--- src/hw/phy_special_modes_defines.svh ---
`ifndef PHY_SPECIAL_MODES_DEFINES_SVH
`define PHY_SPECIAL_MODES_DEFINES_SVH

// management register index of the special modes register
`define PSM_REG_INDEX 5'h12
// width of the management register index
`define PSM_INDEX_W 5
// width of the register itself
`define PSM_DATA_W 16
// mode field position
`define PSM_MODE_MSB 7
`define PSM_MODE_LSB 5
// address field position
`define PSM_ADDR_MSB 4
`define PSM_ADDR_LSB 0
// mode default when the negotiation strap is high
`define PSM_MODE_ALL_CAPABLE 3'h7
// value that reserved bits return
`define PSM_RESERVED_VALUE 8'h00
// synchroniser stages on each strap pin, ahead of the level register
`define PSM_SYNC_STAGES 3

`endif

--- src/hw/phy_special_modes_pkg.sv ---
package phy_special_modes_pkg;

  // operating modes held in the mode field
  typedef enum logic [2:0] {
    MODE_10_HALF = 3'h0,
    MODE_10_FULL = 3'h1,
    MODE_100_HALF = 3'h2,
    MODE_100_FULL = 3'h3,
    MODE_AN_100_HALF = 3'h4,
    MODE_REPEATER = 3'h5,
    MODE_POWER_DOWN = 3'h6,
    MODE_ALL_CAPABLE = 3'h7
  } phy_mode_t;

  // what one mode drives into the control and advertisement registers
  typedef struct packed {
    logic [3:0] ctrl_drive;  // basic control bits 13,12,10,8 driven
    logic [3:0] ctrl_value;  // their values
    logic [3:0] adv_drive;   // advertisement bits 8..5 driven
    logic [3:0] adv_value;   // their values
    logic power_down;        // power-down operation
    logic repeater;          // repeater operation
    logic crs_on_tx;         // carrier sense on transmit as well
  } mode_effect_t;

endpackage : phy_special_modes_pkg

--- src/hw/strap_sync.sv ---
`timescale 1ns/10ps
`include "phy_special_modes_defines.svh"

// three-stage strap synchroniser; a change counts when stages two and
// three agree
module strap_sync #(
  parameter int WIDTH = 1
) (
  input wire logic clk,
  input wire logic rst_n,
  input wire logic [WIDTH-1:0] pin,
  output logic [WIDTH-1:0] level
);

  // synchroniser chain, left free of reset so it is settled at release
  logic [WIDTH-1:0] stage1;
  logic [WIDTH-1:0] stage2;
  logic [WIDTH-1:0] stage3;
  // bits where the last two stages agree
  wire [WIDTH-1:0] agree = ~(stage2 ^ stage3);
  // filtered value
  wire [WIDTH-1:0] next_level = (agree & stage3) | (~agree & level);

  // chain shifts every edge, also during reset
  always_ff @(posedge clk) begin
    stage1 <= pin;
    stage2 <= stage1;
    stage3 <= stage2;
  end

  // filtered level follows the chain once it agrees
  always_ff @(posedge clk) begin
    if (!rst_n) begin
      level <= next_level;
    end else begin
      level <= next_level;
    end
  end

endmodule : strap_sync

--- src/hw/phy_special_modes_register.sv ---
`timescale 1ns/10ps
`include "phy_special_modes_defines.svh"

module phy_special_modes_register #(
  parameter int NUM_PORTS = 2,
  parameter int PORT_W = 1,
  parameter logic [4:0] ADDR_BASE_SEL0 = 5'h01,  // address of port 0, strap low
  parameter logic [4:0] ADDR_BASE_SEL1 = 5'h11   // address of port 0, strap high
) (
  input wire logic clk,
  input wire logic rst_n,
  // management access by register index
  input wire logic mgmt_wr_en,
  input wire logic mgmt_rd_en,
  input wire logic [PORT_W-1:0] mgmt_port,
  input wire logic [`PSM_INDEX_W-1:0] mgmt_index,
  input wire logic [`PSM_DATA_W-1:0] mgmt_wdata,
  output logic [`PSM_DATA_W-1:0] mgmt_rdata,
  output logic mgmt_rvalid,
  // configuration loader writes
  input wire logic cfg_load_en,
  input wire logic [PORT_W-1:0] cfg_load_port,
  input wire logic [`PSM_DATA_W-1:0] cfg_load_data,
  // per-port PHY reset from the chip reset control
  input wire logic [NUM_PORTS-1:0] port_phy_reset,
  // configuration straps, asynchronous pins
  input wire logic [NUM_PORTS-1:0] autoneg_strap,
  input wire logic [NUM_PORTS-1:0] speed_strap,
  input wire logic [NUM_PORTS-1:0] duplex_strap,
  input wire logic phy_addr_sel_strap,
  // per-port results, packed port 0 in the low bits
  output logic [5*NUM_PORTS-1:0] phy_mgmt_address,
  output logic [5*NUM_PORTS-1:0] scrambler_seed,
  output logic [4*NUM_PORTS-1:0] ctrl_drive,
  output logic [4*NUM_PORTS-1:0] ctrl_value,
  output logic [4*NUM_PORTS-1:0] adv_drive,
  output logic [4*NUM_PORTS-1:0] adv_value,
  output logic [NUM_PORTS-1:0] power_down,
  output logic [NUM_PORTS-1:0] repeater_mode,
  output logic [NUM_PORTS-1:0] crs_on_tx
);

  // refuse sizes the port select cannot serve
  generate
    if (NUM_PORTS < 1 || NUM_PORTS > 16) begin : g_bad_ports
      $error("NUM_PORTS must lie in 1..16");
    end
    if ((1 << PORT_W) < NUM_PORTS) begin : g_bad_port_w
      $error("PORT_W too narrow for NUM_PORTS");
    end
  endgenerate

  // mode decode into control and advertisement bit effects
  // control bits are packed {13,12,10,8}, bit 3 standing for 13
  // advertisement bits are packed {8,7,6,5}, bit 3 standing for 8
  // a drive bit low means the mode leaves that bit to its register
  // values under a low drive bit are held at zero, never left open
  // forced modes drive all four control bits, no advertisement bits
  // negotiated modes drive both groups
  // power-down drives nothing: the control bits keep their own state
  // all-capable leaves bits 13 and 8 to the control register
  // carrier on transmit is a flag for the carrier sense logic
  // repeater is a flag for the half-duplex repeater path
  // the default branch only catches unknown codes in simulation
  function automatic phy_special_modes_pkg::mode_effect_t decode_mode(
    input logic [2:0] mode
  );
    phy_special_modes_pkg::mode_effect_t eff;
    eff = '0;
    case (phy_special_modes_pkg::phy_mode_t'(mode))
      phy_special_modes_pkg::MODE_10_HALF: begin
        eff.ctrl_drive = 4'hf;
        eff.ctrl_value = 4'h0;
      end
      phy_special_modes_pkg::MODE_10_FULL: begin
        eff.ctrl_drive = 4'hf;
        eff.ctrl_value = 4'h1;
      end
      phy_special_modes_pkg::MODE_100_HALF: begin
        eff.ctrl_drive = 4'hf;
        eff.ctrl_value = 4'h8;
        eff.crs_on_tx = 1'b1;
      end
      phy_special_modes_pkg::MODE_100_FULL: begin
        eff.ctrl_drive = 4'hf;
        eff.ctrl_value = 4'h9;
      end
      phy_special_modes_pkg::MODE_AN_100_HALF: begin
        eff.ctrl_drive = 4'hf;
        eff.ctrl_value = 4'hc;
        eff.adv_drive = 4'hf;
        eff.adv_value = 4'h4;
        eff.crs_on_tx = 1'b1;
      end
      phy_special_modes_pkg::MODE_REPEATER: begin
        eff.ctrl_drive = 4'hf;
        eff.ctrl_value = 4'hc;
        eff.adv_drive = 4'hf;
        eff.adv_value = 4'h4;
        eff.repeater = 1'b1;
      end
      phy_special_modes_pkg::MODE_POWER_DOWN: begin
        eff.power_down = 1'b1;
      end
      phy_special_modes_pkg::MODE_ALL_CAPABLE: begin
        eff.ctrl_drive = 4'h6;
        eff.ctrl_value = 4'h4;
        eff.adv_drive = 4'hf;
        eff.adv_value = 4'hf;
        eff.crs_on_tx = 1'b1;
      end
      default: begin
        eff = '0;
      end
    endcase
    return eff;
  endfunction : decode_mode

  // strap mode default for one port
  function automatic logic [2:0] strap_mode(
    input logic an,
    input logic spd,
    input logic dpx
  );
    logic [2:0] m;
    m = an ? `PSM_MODE_ALL_CAPABLE : {1'b0, spd, dpx};
    return m;
  endfunction : strap_mode

  // strap pins change only at power-up, yet they are asynchronous
  // to clk, so each passes three synchroniser stages and the level register before it is used
  // reset must last long enough for the chain to fill; four edges
  // of reset are the least that keeps the release value clean
  // a strap that moves after release is ignored until the next
  // release, since only the release cycle copies it into a field
  // synchronised strap levels
  logic [NUM_PORTS-1:0] an_sync;
  logic [NUM_PORTS-1:0] spd_sync;
  logic [NUM_PORTS-1:0] dpx_sync;
  logic addr_sel_sync;

  // one synchroniser for all strap pins
  strap_sync #(
    .WIDTH(3 * NUM_PORTS + 1)
  ) u_strap_sync (
    .clk(clk),
    .rst_n(rst_n),
    .pin({phy_addr_sel_strap, duplex_strap, speed_strap, autoneg_strap}),
    .level({addr_sel_sync, dpx_sync, spd_sync, an_sync})
  );

  // high once the first cycle after reset release has passed
  logic released;
  // release cycle marker
  wire release_now = rst_n & ~released;

  // release tracker
  always_ff @(posedge clk) begin
    if (!rst_n) begin
      released <= 1'b0;
    end else begin
      released <= 1'b1;
    end
  end

  // the address select strap needs no latch of its own
  // the address field takes it in the release cycle only
  // a port PHY reset leaves the address alone, so nothing
  // reads the strap again after release
  // keeping a copy would leave a register nobody reads
  // the mode default, by contrast, is latched per port,
  // because a port PHY reset restores it later on
  // both defaults come from the synchronised level of the
  // release cycle, so they belong to one and the same moment
  // a second chip reset captures the straps afresh
  // software must hand out distinct addresses itself,
  // nothing here compares the ports' addresses

  // access decode shared by read and write
  wire index_hit = (mgmt_index == `PSM_REG_INDEX);
  wire port_ok = (32'(mgmt_port) < NUM_PORTS);
  wire wr_hit = mgmt_wr_en & index_hit & port_ok;
  wire rd_hit = mgmt_rd_en & index_hit & port_ok;
  wire load_ok = cfg_load_en & (32'(cfg_load_port) < NUM_PORTS);

  // register contents of every port, port 0 low
  wire [3*NUM_PORTS-1:0] mode_all;
  wire [5*NUM_PORTS-1:0] addr_all;

  // priority inside a port, highest first:
  // release cycle loads both fields from the straps
  // port PHY reset restores the latched mode default only
  // loader write beats a host write of the same cycle
  // host write lands when nothing above it is active
  // the decoded outputs are one edge behind the fields,
  // so a write shows on them two edges after its strobe
  // the address output and the scrambler seed are one value
  // per-port register and decode
  genvar p;
  generate
    for (p = 0; p < NUM_PORTS; p = p + 1) begin : g_port
      // stored fields
      logic [2:0] mode;
      logic [4:0] addr;
      // latched strap mode, used again by a port PHY reset
      logic [2:0] mode_default;
      // decoded effect of the stored mode
      phy_special_modes_pkg::mode_effect_t eff;
      // this port's access strobes
      wire host_wr = wr_hit & (32'(mgmt_port) == p);
      wire load_wr = load_ok & (32'(cfg_load_port) == p);
      // strap-derived defaults at release
      wire [2:0] mode_at_release = strap_mode(an_sync[p], spd_sync[p], dpx_sync[p]);
      wire [4:0] addr_base = addr_sel_sync ? ADDR_BASE_SEL1 : ADDR_BASE_SEL0;
      wire [4:0] addr_at_release = addr_base + 5'(p);
      // chosen write data: loader beats host
      wire [`PSM_DATA_W-1:0] wdata = load_wr ? cfg_load_data : mgmt_wdata;
      wire any_wr = load_wr | host_wr;

      // strap default latch
      always_ff @(posedge clk) begin
        if (!rst_n) begin
          mode_default <= 3'h0;
        end else if (release_now) begin
          mode_default <= mode_at_release;
        end
      end

      // mode field: release, port reset, loader, host in that order
      always_ff @(posedge clk) begin
        if (!rst_n) begin
          mode <= 3'h0;
        end else if (release_now) begin
          mode <= mode_at_release;
        end else if (port_phy_reset[p]) begin
          mode <= mode_default;
        end else if (any_wr) begin
          mode <= wdata[`PSM_MODE_MSB:`PSM_MODE_LSB];
        end
      end

      // address field: release default, then loader or host
      always_ff @(posedge clk) begin
        if (!rst_n) begin
          addr <= 5'h00;
        end else if (release_now) begin
          addr <= addr_at_release;
        end else if (any_wr) begin
          addr <= wdata[`PSM_ADDR_MSB:`PSM_ADDR_LSB];
        end
      end

      assign eff = decode_mode(mode);
      assign mode_all[3*p +: 3] = mode;
      assign addr_all[5*p +: 5] = addr;

      // registered outputs follow the stored fields
      always_ff @(posedge clk) begin
        if (!rst_n) begin
          phy_mgmt_address[5*p +: 5] <= 5'h00;
          scrambler_seed[5*p +: 5] <= 5'h00;
          ctrl_drive[4*p +: 4] <= 4'h0;
          ctrl_value[4*p +: 4] <= 4'h0;
          adv_drive[4*p +: 4] <= 4'h0;
          adv_value[4*p +: 4] <= 4'h0;
          power_down[p] <= 1'b0;
          repeater_mode[p] <= 1'b0;
          crs_on_tx[p] <= 1'b0;
        end else begin
          phy_mgmt_address[5*p +: 5] <= addr;
          scrambler_seed[5*p +: 5] <= addr;
          ctrl_drive[4*p +: 4] <= eff.ctrl_drive;
          ctrl_value[4*p +: 4] <= eff.ctrl_value;
          adv_drive[4*p +: 4] <= eff.adv_drive;
          adv_value[4*p +: 4] <= eff.adv_value;
          power_down[p] <= eff.power_down;
          repeater_mode[p] <= eff.repeater;
          crs_on_tx[p] <= eff.crs_on_tx;
        end
      end
    end
  endgenerate

  // reads see the stored fields, not the registered outputs,
  // so a read right after a write already gives the new value
  // a read in the same cycle as a write returns the old word
  // a miss, wrong index or port, returns zero and no valid
  // the reserved byte is a constant, written data never
  // reaches it, so it always reads back as zero
  // read data: reserved byte zero, fields from the selected port
  wire [2:0] rd_mode = mode_all[3*mgmt_port +: 3];
  wire [4:0] rd_addr = addr_all[5*mgmt_port +: 5];
  wire [`PSM_DATA_W-1:0] rd_word = {`PSM_RESERVED_VALUE, rd_mode, rd_addr};
  wire [`PSM_DATA_W-1:0] next_rdata = rd_hit ? rd_word : 16'h0000;

  // the answer stands for exactly one cycle
  // data falls back to zero when no read hits,
  // so a stale word cannot be mistaken for a new one
  // read answer register, one cycle after the strobe
  always_ff @(posedge clk) begin
    if (!rst_n) begin
      mgmt_rdata <= 16'h0000;
      mgmt_rvalid <= 1'b0;
    end else begin
      mgmt_rdata <= next_rdata;
      mgmt_rvalid <= rd_hit;
    end
  end

endmodule : phy_special_modes_register

--- config.mk ---
export PLATFORM = sky130hd
export DESIGN_NAME = phy_special_modes_register
export DESIGN_NICKNAME = d
export VERILOG_FILES = /design/src/hw/phy_special_modes_pkg.sv /design/src/hw/strap_sync.sv /design/src/hw/phy_special_modes_register.sv
export VERILOG_INCLUDE_DIRS = /design/src /design/src/hw
export SDC_FILE = /design/constraint.sdc
export NUM_CORES = 1
export LEC_CHECK = 0
export BUFFER_PORTS_ARGS = -buffer_cell sky130_fd_sc_hd__buf_4
export CORE_MARGIN = 2
export CORE_UTILIZATION = 49
export DETAILED_ROUTE_END_ITERATION = 10
export PLACE_DENSITY = 0.81
export SYNTH_ARGS = -nofsm -noshare
export SYNTH_HDL_FRONTEND = slang
export SYNTH_SLANG_ARGS = --single-unit
--- constraint.sdc ---
create_clock -name clk -period 1.91 [get_ports clk]
set_input_delay 0.0955 -clock clk [delete_from_list [all_inputs] [get_ports clk]]
set_output_delay 0.0955 -clock clk [all_outputs]
set_load 0.02 [all_outputs]
## After elaboration in Yosys (flattened, before gate mapping)

Index checks and enable logic that the tools add are counted.

- Bits in registers: 116
- Latch bits: 0
- Memory bits (writable): 0
- ROM bits: 0
- Input port bits: 53
- Output and inout port bits: 75
- Logic and storage cells: 105
- Memories kept: 0

- Add/sub/neg operators: 1
- Multipliers: 2
- Divide/modulo/power cells: 0
- $lt $le $gt $ge: 0
- Equality and inequality tests: 15
- Shifts and indexed selects: 2
- Multiplexer cells: 26
- Bitwise logic cells: 18
- Reduce and logical (&&, ||, !) cells: 11

Operator list:

| operator | number |
|---|---|
| 8-bit case mux with 6 select lines | 2 |
| 8-bit case mux with 2 select lines | 2 |
| 5-bit two-way mux | 5 |
| 3-bit equality test, second input constant | 8 |
| 3-bit two-way mux | 8 |
| 8-bit two-way mux | 2 |
| 7-bit bitwise AND | 2 |
| 7-bit NOT | 2 |
| 3-bit by 2-bit equality test with 1-bit output, second input constant | 4 |
| 10-bit by 5-bit indexed part select with 5-bit output | 1 |
| 1-bit bitwise AND | 7 |
| 1-bit two-way mux | 7 |
| 7-bit OR | 1 |
| 7-bit bitwise XOR | 1 |
| 3-bit by 1-bit equality test with 1-bit output, second input constant | 2 |
| 3-bit logical NOT | 2 |
| 3-bit nonzero test | 2 |
| 3-bit OR reduction | 2 |
| 6-bit by 4-bit indexed part select with 3-bit output | 1 |
| 5-bit by 1-bit adder with 5-bit output, second input constant | 1 |
| 5-bit equality test, second input constant | 1 |
| 3-bit by 1-bit multiplier with 4-bit output, first input constant | 1 |
| 2-bit nonzero test | 2 |
| 2-bit OR reduction | 2 |
| 4 further kinds | 7 |

## Logic depth before layout (Yosys ltp)

Gate-level depths: netlist (run 1).

- Depth after elaboration: 7
- Mapped depth: 5
- Gate-level depth less buffers: 5

## Modules after synthesis

Synthesis (run 1) repeated with hierarchy kept, for this count alone.

- Cells, all modules: 327
- Area total of the unflattened synthesis: 3353.2 um^2

Modules (own cells, without submodules):

| module | times used | cells an instance | area an instance (um^2) | sequential area each (um^2) |
|---|---|---|---|---|
| phy_special_modes_register | 1 | 292 | 2661.3 | 1241.2 |
| strap_sync | 1 | 35 | 691.9 | 630.6 |

## Least setup slack after synthesis (run 1)

No wires, ideal clock.

- Path type: register to register
- Start: register released
- End: register g_port[0].mode[0]
- Library setup time: 0.119 ns
- Data arrival time: 1.495 ns
- Required time: 1.791 ns
- Setup slack: 0.297 ns
- Stages on the path, launching flop included: 6
- Buffers on the path: 1
- Period minus slack after synthesis: 1.613 ns
- Path through: dfxtp_1 -> nand2b_1 -> clkbuf_1 -> nand2b_1 -> or3_2 -> o221a_2

- Longest elaborated chain between the ends: 3
- Elaborated cells on any way between the ends: 4
- Those cells by class: 1 x mux; 2 x bitwise; 1 x reduce/logical

Ends and longest elaborated chain:

| what | line | RTL |
|---|---|---|
| start, declared | phy_special_modes_register.sv:153 | `logic released;` |
| start signal, assigned | phy_special_modes_register.sv:160 | `released <= 1'b0;` |
| start signal, assigned | phy_special_modes_register.sv:162 | `released <= 1'b1;` |
| 1-bit NOT * | phy_special_modes_register.sv:155 | `wire release_now = rst_n & ~released;` |
| 1-bit bitwise AND * | phy_special_modes_register.sv:155 |  |
| 3-bit nonzero test (no line) or 3-bit two-way mux (tied branches) | -- |  |
| end signal, assigned | phy_special_modes_register.sv:234 | `mode <= mode_at_release;` |
| end signal, assigned | phy_special_modes_register.sv:236 | `mode <= mode_default;` |
| end signal, assigned | phy_special_modes_register.sv:238 | `` mode <= wdata[`PSM_MODE_MSB:`PSM_MODE_LSB]; `` |
| end, declared | phy_special_modes_register.sv:203 | `logic [2:0] mode;` |

Mark *: on every way between the ends. The rest lies on a longest branch, timed or not.
A chain may end at the register's enable or synchronous reset.

## Worst setup path after layout (run 1)

- Start: input port mgmt_index[0]
- End: register g_port[1].mode[2]

- Longest elaborated chain between the ends: 5

Ends and longest elaborated chain:

| what | line | RTL |
|---|---|---|
| start, declared | phy_special_modes_register.sv:16 | `` input wire logic [`PSM_INDEX_W-1:0] mgmt_index, `` |
| 5-bit equality test (no line) | -- |  |
| 1-bit bitwise AND | phy_special_modes_register.sv:182 | `wire wr_hit = mgmt_wr_en & index_hit & port_ok;` |
| 1-bit bitwise AND | phy_special_modes_register.sv:210 | `wire host_wr = wr_hit & (32'(mgmt_port) == p);` |
| 1-bit OR | phy_special_modes_register.sv:218 | `wire any_wr = load_wr \| host_wr;` |
| 3-bit nonzero test (no line) | -- |  |
| end signal, assigned | phy_special_modes_register.sv:234 |  |
| end signal, assigned | phy_special_modes_register.sv:236 |  |
| end signal, assigned | phy_special_modes_register.sv:238 |  |
| end, declared | phy_special_modes_register.sv:203 |  |

Every way passes these cells.

==> summary.txt, run 1 <==
CTS
  • Clock latency on the worst-skew pair: approximately 0.34 ns
  • Total CTS buffers: 9
  • Clock Root Buffer: clkbuf_8
  • Clock-pin slew on the worst setup and hold paths: 0.08 ns
  • Setup Buffers After CTS: 0
  • # hold bufs at CTS: 7
  • H-Tree Depth: 3
  • Max Root-Sink Buffers: 2
  • TritonCTS clock tree: built
  • CTS sink cnt: 90
  • CTS-repair resized insts: 0

Finish
  • Ant diodes: 0
  • Final #Nets: approximately 470
  • Fillers: about 550
  • Most common cell after layout, fill and taps aside: buf_4
  • Post-route insts no fill: 512
  • Most frequent cells in the layout: buf_4 (109), dfxtp_1 (83), nor2_1 (32), nand2_1 (18)
  • Area delta synth->final: 25.3%
  • Layout cells sized above 1: approximately 32%

Die
  • IO Pins: between 100 and 150
  • Core footprint: about 6800 µm²
  • Die Y: 87.6 µm
  • Core Rows: 30
  • Die area: approximately 7700 µm²
  • Initial Util: just over 50%
  • Die width: between 80 and 90 µm

Worst setup path
  • R2R setup slack: between 0.4 and 0.5 ns
  • Slowest stage cell, crit path: or4b_1
  • Buf+Inv Stages, Crit Path: 1
  • Crit path DAT: between 1.5 and 2 ns
  • R2r worst-path depth: 4
  • Startpoint types: input port
  • Critical path capture point type: flip-flop
  • Setup Crit Path Kind: input port to flip-flop
  • Worst EP required: 2.12 ns
  • Crit path max-delay family: simple AND/OR/NAND/NOR gates
  • Worst-path cell chain: buf_4 -> or4b_1 -> or2_2 -> o311ai_0 -> a31oi_1
  • Worst path max stage delay: about 0.67 ns
  • Reg2reg end: g_port[0].mode[0]
  • RR Startpoint: released
  • Crit-path max FO: 6

Routing
  • Vias: 2,441
  • Vias per Instance: ~4.8
  • Routed length per instance: around 12 µm
  • Drt total wl: 6390 µm
  • Drt drc: 0
  • 1st-iter DRT viols: approximately 110
  • Post-DRT Antenna Nets: 0
  • 1st-pass router iterations: 4

Yosys
  • Netlist Area Pre-Place: between 3000 and 4000 µm²
  • Flops & latches, synth: 90
  • Post-synth cell types: 44
  • Ys async rst share: 0%
  • Number of flops mapped to enable cells by yosys: 7
  • Yosys warns: 0
  • Post-synth top flop: dfxtp_1
  • Cells after Synth: 326
  • Post-synthesis sequential area ratio: between 50% and 60%
  • Mean Syn Cell Area: between 10 and 15 µm²

Global route
  • Total GRT Usage: between 15 and 20%
  • Grt ovf: 0
  • Number of global-route vias before repair: around 2,100
  • Largest net degree at the start of global routing: 29
  • First-pass GRT wire length: between 9000 and 10,000 µm
  • Initial antenna violation count: 0

STA
  • Hold WS: around 0.038 ns
  • Final setup viols: 0
  • Setup TNS: 0 ns
  • Period utilization: between 70% and 80%
  • Min Tclk post-route: around 1.5 ns
  • Clk_skew: roughly 0.0072 ns
  • PnR worst setup slack: approximately 0.42 ns
  • RSZ-0062 raised after global routing: no
  • Achievable Freq: 671 MHz
  • Slew Limit Fails: 0
  • Final hold vios: 0

Pwr
  • Switch share: about 25%
  • Design internal power: between 2000 and 3000 µW
  • Clock power share: 31.9%
  • Net Switching: between 900 and 1000 µW
  • Worst VDD drop: 0.543 mV
  • Leak Pwr: roughly 0.0019 µW
  • Gate power share: about 13%
  • Reg power frac: a little under three fifths
  • Pwr dens: slightly below 900 nW/µm²

Placement
  • DP Cell Count: approximately 490
  • Gpl congestion: approximately 0.89
  • Placement Setup Slack: between 0.09 and 0.1 ns
  • HPWL after DPL: 4770 µm
  • I/O Buffers: roughly 100

Min path
  • Hold Crit Depth: 3
  • WHS Endpoint: g_port[1].addr[3]
  • Min-delay src: mgmt_wdata[3]
  • Hold/Removal Path Class: input port to flip-flop

Status
  • Status: complete, no violations

Job
  • MaxCap Viol Count: 0
-- state kept, by name, indices dropped and copies added (netlist names), 2 cells and up, named ones only --
name / flops
ctrl_value: 6
power_down: 2
scrambler_seed: 10
g_port.mode_default: 6
adv_value: 2
u_strap_sync.stage2: 7
adv_drive: 2
u_strap_sync.stage3: 7
mgmt_rdata: 8
repeater_mode: 2
ctrl_drive: 4
g_port.mode: 6
u_strap_sync.stage1: 7
g_port.addr: 10
crs_on_tx: 2
-- how the worst max path moves through the flow --
| stage | slack, ns | depth (start not counted) | end | from |
|---|---|---|---|---|
| 3_3_place_gp | 0.12 | 5 | g_port[1].mode[2] | mgmt_index[0] |
| 5_1_grt | 0.34 | 4 | g_port[0].mode[0] | released |
| 3_5_place_dp | 0.09 | 5 | g_port[1].mode[2] | mgmt_index[0] |
| 4_1_cts | 0.44 | 4 | g_port[0].mode[0] | released |
| 2_1_floorplan | 0.30 | 5 | g_port[0].mode[0] | released |
| 6_report | 0.42 | 5 | g_port[1].mode[2] | mgmt_index[0] |
-- kinds of logic (layout without fill, tap and decap cells) --
| kind of cell | Yosys count | after routing | synth area share [%] |
|---|---|---|---|
| AOI/OAI and AO/OA | 44 | 44 | 9.68 |
| xor gates and xnor gates | 9 | 9 | 2.30 |
| adders and majority gates | 4 | 4 | 1.46 |
| buffers and inverters | 56 | 137 | 11.2 |
| DFF | 90 | 90 | 54.7 |
| muxes | 16 | 16 | 4.68 |
| other | 1 | 10 | 0.110 |
| and+or+nand+nor | 106 | 106 | 15.9 |
-- power groups by stage --
| stage | Clock (µW) | Combinational [µW] | Sequential (µW) |
|---|---|---|---|
| after CTS | 1220 | 468 | 2070 |
| after detailed placement | 0 | 455 | 2110 |
| after global routing | 1310 | 506 | 2080 |
| final | 1190 | 466 | 2070 |
| after floorplan | 0 | 287 | 2130 |
| after global placement | 0 | 449 | 2110 |
-- cell usage after synthesis (2+ instances only) --
| library cell | number | area share [%] |
|---|---|---|
| o221a_2 | 3 | 0.99 |
| clkbuf_1 | 10 | 1.1 |
| clkbuf_8 | 3 | 1.2 |
| a21oi_1 | 6 | 0.88 |
| o211ai_1 | 2 | 0.44 |
| nor2_1 | 32 | 3.5 |
| nand2_1 | 18 | 2.0 |
| buf_4 | 36 | 7.9 |
| mux2i_1 | 16 | 4.7 |
| xnor2_1 | 8 | 2.0 |
| ha_1 | 4 | 1.5 |
| edfxtp_1 | 7 | 6.1 |
| a311oi_1 | 3 | 0.77 |
| dfxtp_1 | 83 | 49 |
| or4_1 | 2 | 0.44 |
| nand3_1 | 6 | 0.88 |
| or2_2 | 2 | 0.37 |
| inv_1 | 5 | 0.55 |
| nor3_1 | 6 | 0.88 |
| a211oi_1 | 6 | 1.3 |
| nand2b_1 | 10 | 1.8 |
| o311a_1 | 4 | 1.2 |
| and2_1 | 16 | 2.9 |
| a31oi_1 | 4 | 0.73 |
| o21ai_0 | 8 | 1.2 |
| nor2b_1 | 8 | 1.5 |
-- final cells by class --
| cell class | count | area, µm² | area share, % |
|---|---|---|---|
| inverter | 5 | 18.8 | 0.437 |
| clock inverter | 5 | 37.5 | 0.875 |
| timing repair buffer | 116 | 888 | 20.7 |
| clock buffer | 11 | 151 | 3.53 |
| multi-input combinational | 189 | 1200 | 28.0 |
| tap | 96 | 120 | 2.80 |
| sequential | 90 | 1870 | 43.6 |
-- through the flow --
stage / instance area, µm² / power (µW) / util, %
3_3_place_gp: 4030 / 2560 / 59.3
2_1_floorplan: 3460 / 2420 / -
5_1_grt: 4290 / 3900 / 63.1
3_5_place_dp: 4030 / 2570 / 59.3
6_report: 4290 / 3720 / 63.1
4_1_cts: 4290 / 3760 / 63.1
-- per-layer routing --
| layer | track usage (%) | vias up | part of all wire (%) |
|---|---|---|---|
| li1 | - | 1225 | - |
| met1 | 20.6 | 1118 | 43 |
| met2 | 28.0 | 87 | 49 |
| met3 | 4.43 | 11 | 5.8 |
| met4 | 8.11 | 0 | 1.8 |
| met5 | 0 | - | 0 |
-- tightest hold or removal path: stages --
cell and delay, ns:
buf_4 0.12, nand2_1 0.05, a311oi_1 0.07
No activity file was read; power rests on OpenSTA's default activity.
==> run 2, diff against run 1 <==
- clock period: 1.91 -> 1.4 ns (I/O delays scaled with it)
==> summary.txt, run 2 (synthesized netlist as in run 1, its figures left out) <==
Status
  • Status: complete, no violations

CTS
  • Max Root-Sink Buffers: 2
  • Total CTS buffers: 9
  • CTS sink cnt: 90
  • Clock latency on the worst-skew pair: around 0.35 ns
  • H-Tree Depth: 3
  • Clock-pin slew on the worst setup and hold paths: 0.09 ns
  • TritonCTS clock tree: built
  • Setup Buffers After CTS: 0
  • Clock Root Buffer: clkbuf_8

Routing
  • Vias: about 2,500
  • Drt total wl: roughly 6800 µm
  • Vias per Instance: around 4.8
  • Drt drc: 0
  • 1st-iter DRT viols: between 100 and 150
  • 1st-pass router iterations: 5
  • Routed length per instance: approximately 13 µm
  • Post-DRT Antenna Nets: 0

STA
  • Final hold vios: 0
  • RSZ-0062 raised after global routing: yes
  • Hold WS: between 0.01 and 0.015 ns
  • Clk_skew: 0.00655 ns
  • Achievable Freq: about 750 MHz
  • Period utilization: 95.6%
  • Final setup viols: 0
  • Slew Limit Fails: 0
  • Min Tclk post-route: about 1.3 ns

Worst setup path
  • Crit path DAT: 1.59 ns
  • Most frequent CP cell: nand2b_1
  • Slowest stage cell, crit path: or3_4
  • Setup Crit Path Kind: flip-flop to flip-flop
  • Startpoint types: flip-flop
  • Worst-path cell chain: nand2b_1 -> nand2b_1 -> or3_4 -> o221a_2
  • Worst path max stage delay: just over 0.4 ns
  • Critical path capture point type: flip-flop
  • Crit-path max FO: 3
  • Worst EP required: approximately 1.7 ns

Die
  • Core Rows: 30
  • Die area: between 7000 and 8000 µm²
  • IO Pins: roughly 130
  • Initial Util: roughly half
  • Die Y: 87.6 µm
  • Core footprint: between 6000 and 7000 µm²
  • Die width: slightly below 90 µm

Finish
  • Most common cell after layout, fill and taps aside: buf_4
  • Layout cells sized above 1: between 30 and 40%
  • Area delta synth->final: 29.3%
  • Post-route insts no fill: roughly 520
  • Ant diodes: 0
  • Final #Nets: 477
  • Most frequent cells in the layout: buf_4 (114), dfxtp_1 (80), nor2_1 (32), nand2_1 (18)
  • Post-layout util: between 60% and 70%
  • Top flop regs: g_port.addr: 10 flops, scrambler_seed: 10 flops, mgmt_rdata: 8 flops

Pwr
  • Leak Pwr: 0.00196 µW
  • Worst VDD drop: slightly above 0.9 mV
  • Pwr dens: 1220 nW/µm²
  • Overall power: between 5000 and 6000 µW

Global route
  • Largest net degree at the start of global routing: 28
  • Initial antenna violation count: 0
  • Number of global-route vias before repair: between 2,000 and 2,500
  • Grt ovf: 0
  • First-pass GRT wire length: roughly 11,000 µm
  • Total GRT Usage: between 10% and 20%

Placement
  • I/O Buffers: roughly 100
  • DP Cell Count: 495
  • HPWL after DPL: a little over 5000 µm
  • Gpl congestion: roughly 0.84

Job
  • MaxCap Viol Count: 0

Min path
  • Hold/Removal Path Class: input port to flip-flop
==> run 2: cell count changes in the layout (fill, tap and decap cells not counted), moves of 2 or more <==
cell / before / now
bufinv_16: 0 / 2
dfxtp_2: 0 / 3
buf_4: 109 / 114
dfxtp_1: 83 / 80
clkinvlp_4: 2 / 0
dlygate4sd3_1: 7 / 10
==> run 2: final cells by class <==
| cell class | count | area [µm²] |
|---|---|---|
| multi-input combinational | 189 | 1220 |
| sequential | 90 | 1880 |
| inverter | 5 | 18.8 |
| timing repair buffer | 125 | 976 |
| clock buffer | 11 | 141 |
| tap | 96 | 120 |
| clock inverter | 5 | 77.6 |
| fill | 561 | 2370 |
==> run 2: per-layer routing <==
layer  wire [µm]  up-vias  track usage [%]
li1            -     1252                -
met1        2780     1154             21.1
met2        3460      101             30.8
met3         442       12             4.52
met4         109        0             8.81
met5           0        -                0
==> run 2: stage by stage <==
stage                TNS, ns  worst slack, ns  instance area, µm²
detailed placement     -2.62           -0.221                4110
global placement       -2.20           -0.192                4110
global route        -0.00533         -0.00533                4430
finish                     0           0.0612                4430
CTS                        0           0.0407                4430
floorplan             -0.888           -0.113                3490
==> run 2: critical path, delay by kind of cell, from the launching register on <==
family           cells  cell delay [ns]
flip-flops           1             0.34
AO/OA/AOI/OAI        1             0.27
AND/OR/NAND/NOR      3             0.62
==> run 2: worst paths after layout <==
| kind | start | endpoint | slack (ns) | cells past startpoint |
|---|---|---|---|---|
| max | released | g_port[0].mode[2] | 0.06 | 4 |
| min | cfg_load_data[0] | g_port[1].addr[0] | 0.01 | 3 |
| max reg2reg | released | g_port[0].mode[2] | 0.06 | 4 |
| min reg2reg | u_strap_sync.stage1[1] | u_strap_sync.stage2[1] | 0.33 | 0 |
==> run 2: timing repair <==
action,CTS,global route
resized for setup,0,2
hold buffers,10,0
hold endpoints to repair,10,0
setup endpoints to repair,0,3
==> run 2: power breakdown <==
group / switching (µW) / internal [µW] / total, µW
Clock: 848 / 1050 / 1900
Combinational: 354 / 329 / 683
Sequential: 85.4 / 2730 / 2820
Total: 1290 / 4110 / 5400
==> run 3, diff against run 2 <==
- PLACE_DENSITY: 0.81 -> 0.8
==> summary.txt, run 3 (synthesized netlist as in run 1, its figures left out) <==
CTS
  • Clock-pin slew on the worst setup and hold paths: 0.09 ns
  • H-Tree Depth: 3
  • TritonCTS clock tree: built
  • Max Root-Sink Buffers: 2
  • Clock latency on the worst-skew pair: 0.35 ns
  • CTS sink cnt: 90
  • Clock Root Buffer: clkbuf_8
  • Total CTS buffers: 9

Die
  • Core Rows: 30
  • Core footprint: 6790 µm²
  • Initial Util: 50.4%
  • Die Y: just under 90 µm
  • IO Pins: 128
  • Die width: between 80 and 90 µm
  • Die area: approximately 7700 µm²

Finish
  • Most common cell after layout, fill and taps aside: buf_4
  • Top flop regs: g_port.addr: 10 flops, scrambler_seed: 10 flops, mgmt_rdata: 8 flops
  • Area delta synth->final: 29.3%
  • Ant diodes: 0
  • Final #Nets: 478
  • Fillers: 543
  • Reg area: 1870 µm²
  • Multi-input gate area: 1220 µm²
  • Post-route insts no fill: 522
  • Layout cells sized above 1: 34.3%
  • Most frequent cells in the layout: buf_4 (112), dfxtp_1 (81), nor2_1 (32), nand2_1 (17)

STA
  • Slew Limit Fails: 0
  • Setup TNS: 0 ns
  • Final setup viols: 0
  • Final hold vios: 0
  • PnR worst setup slack: 0.0746 ns
  • RSZ-0062 raised after global routing: no
  • Achievable Freq: 754 MHz
  • Period utilization: a little over nine tenths
  • Clk_skew: 0.00769 ns
  • Min Tclk post-route: 1.33 ns

Min path
  • Hold Crit Depth: 3
  • WHS Endpoint: g_port[1].addr[0]
  • Hold/Removal Path Class: input port to flip-flop
  • Min-delay src: cfg_load_data[0]

Routing
  • Vias per Instance: around 4.8
  • Drt total wl: slightly below 7000 µm
  • 1st-pass router iterations: 4
  • Drt drc: 0
  • 1st-iter DRT viols: between 100 and 150
  • Routed length per instance: 13.3 µm
  • Post-DRT Antenna Nets: 0
  • Vias: around 2,500

Worst setup path
  • Startpoint types: input port
  • Worst EP required: around 1.7 ns
  • Crit-path max FO: 10
  • Most frequent CP cell: nand2b_1
  • Crit path max-delay family: buffers and inverters
  • Slowest stage cell, crit path: dlygate4sd3_1
  • Critical path capture point type: flip-flop
  • R2r worst-path depth: 5
  • Reg2reg end: ctrl_value[0]
  • Worst-path cell chain: dlygate4sd3_1 -> buf_6 -> nand2b_1 -> nand2b_1 -> or3_4 -> o221a_2
  • Buf+Inv Stages, Crit Path: 2
  • R2R setup slack: 0.08 ns
  • RR Startpoint: g_port[0].mode[1]
  • Crit path DAT: between 1.5 and 2 ns
  • Setup Crit Path Kind: input port to flip-flop
  • Worst path max stage delay: about 0.56 ns

Global route
  • First-pass GRT wire length: between 10,000 and 15,000 µm
  • Grt ovf: 0
  • Number of global-route vias before repair: roughly 2,400
  • Largest net degree at the start of global routing: 19
  • Total GRT Usage: 18.4%
  • Initial antenna violation count: 0

Job
  • MaxCap Viol Count: 0

Status
  • Status: complete, no violations

Pwr
  • Clock power share: roughly 33%
  • Switch share: roughly 26%
  • Worst VDD drop: approximately 0.76 mV
  • Design internal power: 3870 µW
  • Reg power frac: a little over half
  • Gate power share: about an eighth
  • Leak Pwr: between 0.0015 and 0.002 µW
  • Pwr dens: ~1200 nW/µm²
  • Net Switching: 1340 µW

Placement
  • I/O Buffers: ~100
  • HPWL after DPL: between 5000 and 6000 µm
  • Placement Setup Slack: -0.253 ns
  • Gpl congestion: between 0.8 and 0.9
  • DP Cell Count: between 400 and 500
run 3: cell count changes in the layout (fill, tap and decap cells not counted), moves of 2 or more:
cell / before / now
inv_4: 0 / 2
buf_6: 0 / 2
buf_4: 114 / 112
bufinv_16: 2 / 0
run 3: area by class of cell:
| type | instances | area share, % |
|---|---|---|
| Clock buffer | 11 | 3.67 |
| Sequential cell | 90 | 42.3 |
| Clock inverter | 5 | 0.763 |
| Timing Repair Buffer | 126 | 22.4 |
| Inverter | 5 | 0.424 |
| Tap cell | 96 | 2.71 |
| Multi-Input combinational cell | 189 | 27.7 |
run 3: timing repair:
| item | CTS | global route |
|---|---|---|
| hold buffers | 11 | 0 |
| gates resized for setup | 0 | 6 |
| setup endpoints to repair | 0 | 12 |
| endpoints found under the hold margin | 12 | 0 |
| buffers inserted | 0 | 0 |
run 3: tightest hold or removal path: stages:
cell and delay, ns:
buf_4 0.11, nor2_1 0.10, a311oi_1 0.06
run 3: worst max path at each step:
stage | from | end | depth (start not counted)
6_report | rst_n | g_port[0].mode[2] | 6
5_1_grt | g_port[0].mode[1] | ctrl_value[0] | 5
4_1_cts | rst_n | g_port[0].mode[2] | 6
3_5_place_dp | mgmt_index[0] | g_port[1].mode[2] | 5
3_3_place_gp | mgmt_index[0] | g_port[1].mode[1] | 5
2_1_floorplan | mgmt_index[0] | g_port[1].mode[0] | 5
run 3: layer usage:
layer / global-route usage, % / wire [µm]
met1: 21.9 / 2920
met2: 31.3 / 3560
met3: 4.71 / 430
met4: 8.39 / 21
met5: 0 / 0
run 3: power groups by stage:
stage	combinational, µW	clock [µW]	sequential (µW)
after floorplan	401	0	2910
after global placement	633	0	2880
after detailed placement	648	0	2890
after CTS	675	1730	2830
after global routing	732	1860	2850
final	681	1690	2830
run 3: through the flow:
stage | total power, µW | cell area, µm² | util [%] | hold WS, ns
floorplan | 3310 | 3490 | - | 0.0977
global placement | 3510 | 4110 | 60.4 | 0.174
detailed placement | 3540 | 4110 | 60.4 | 0.175
CTS | 5240 | 4410 | 65.0 | 0.00360
global route | 5440 | 4430 | 65.2 | 0.0234
finish | 5200 | 4430 | 65.2 | 0.0212
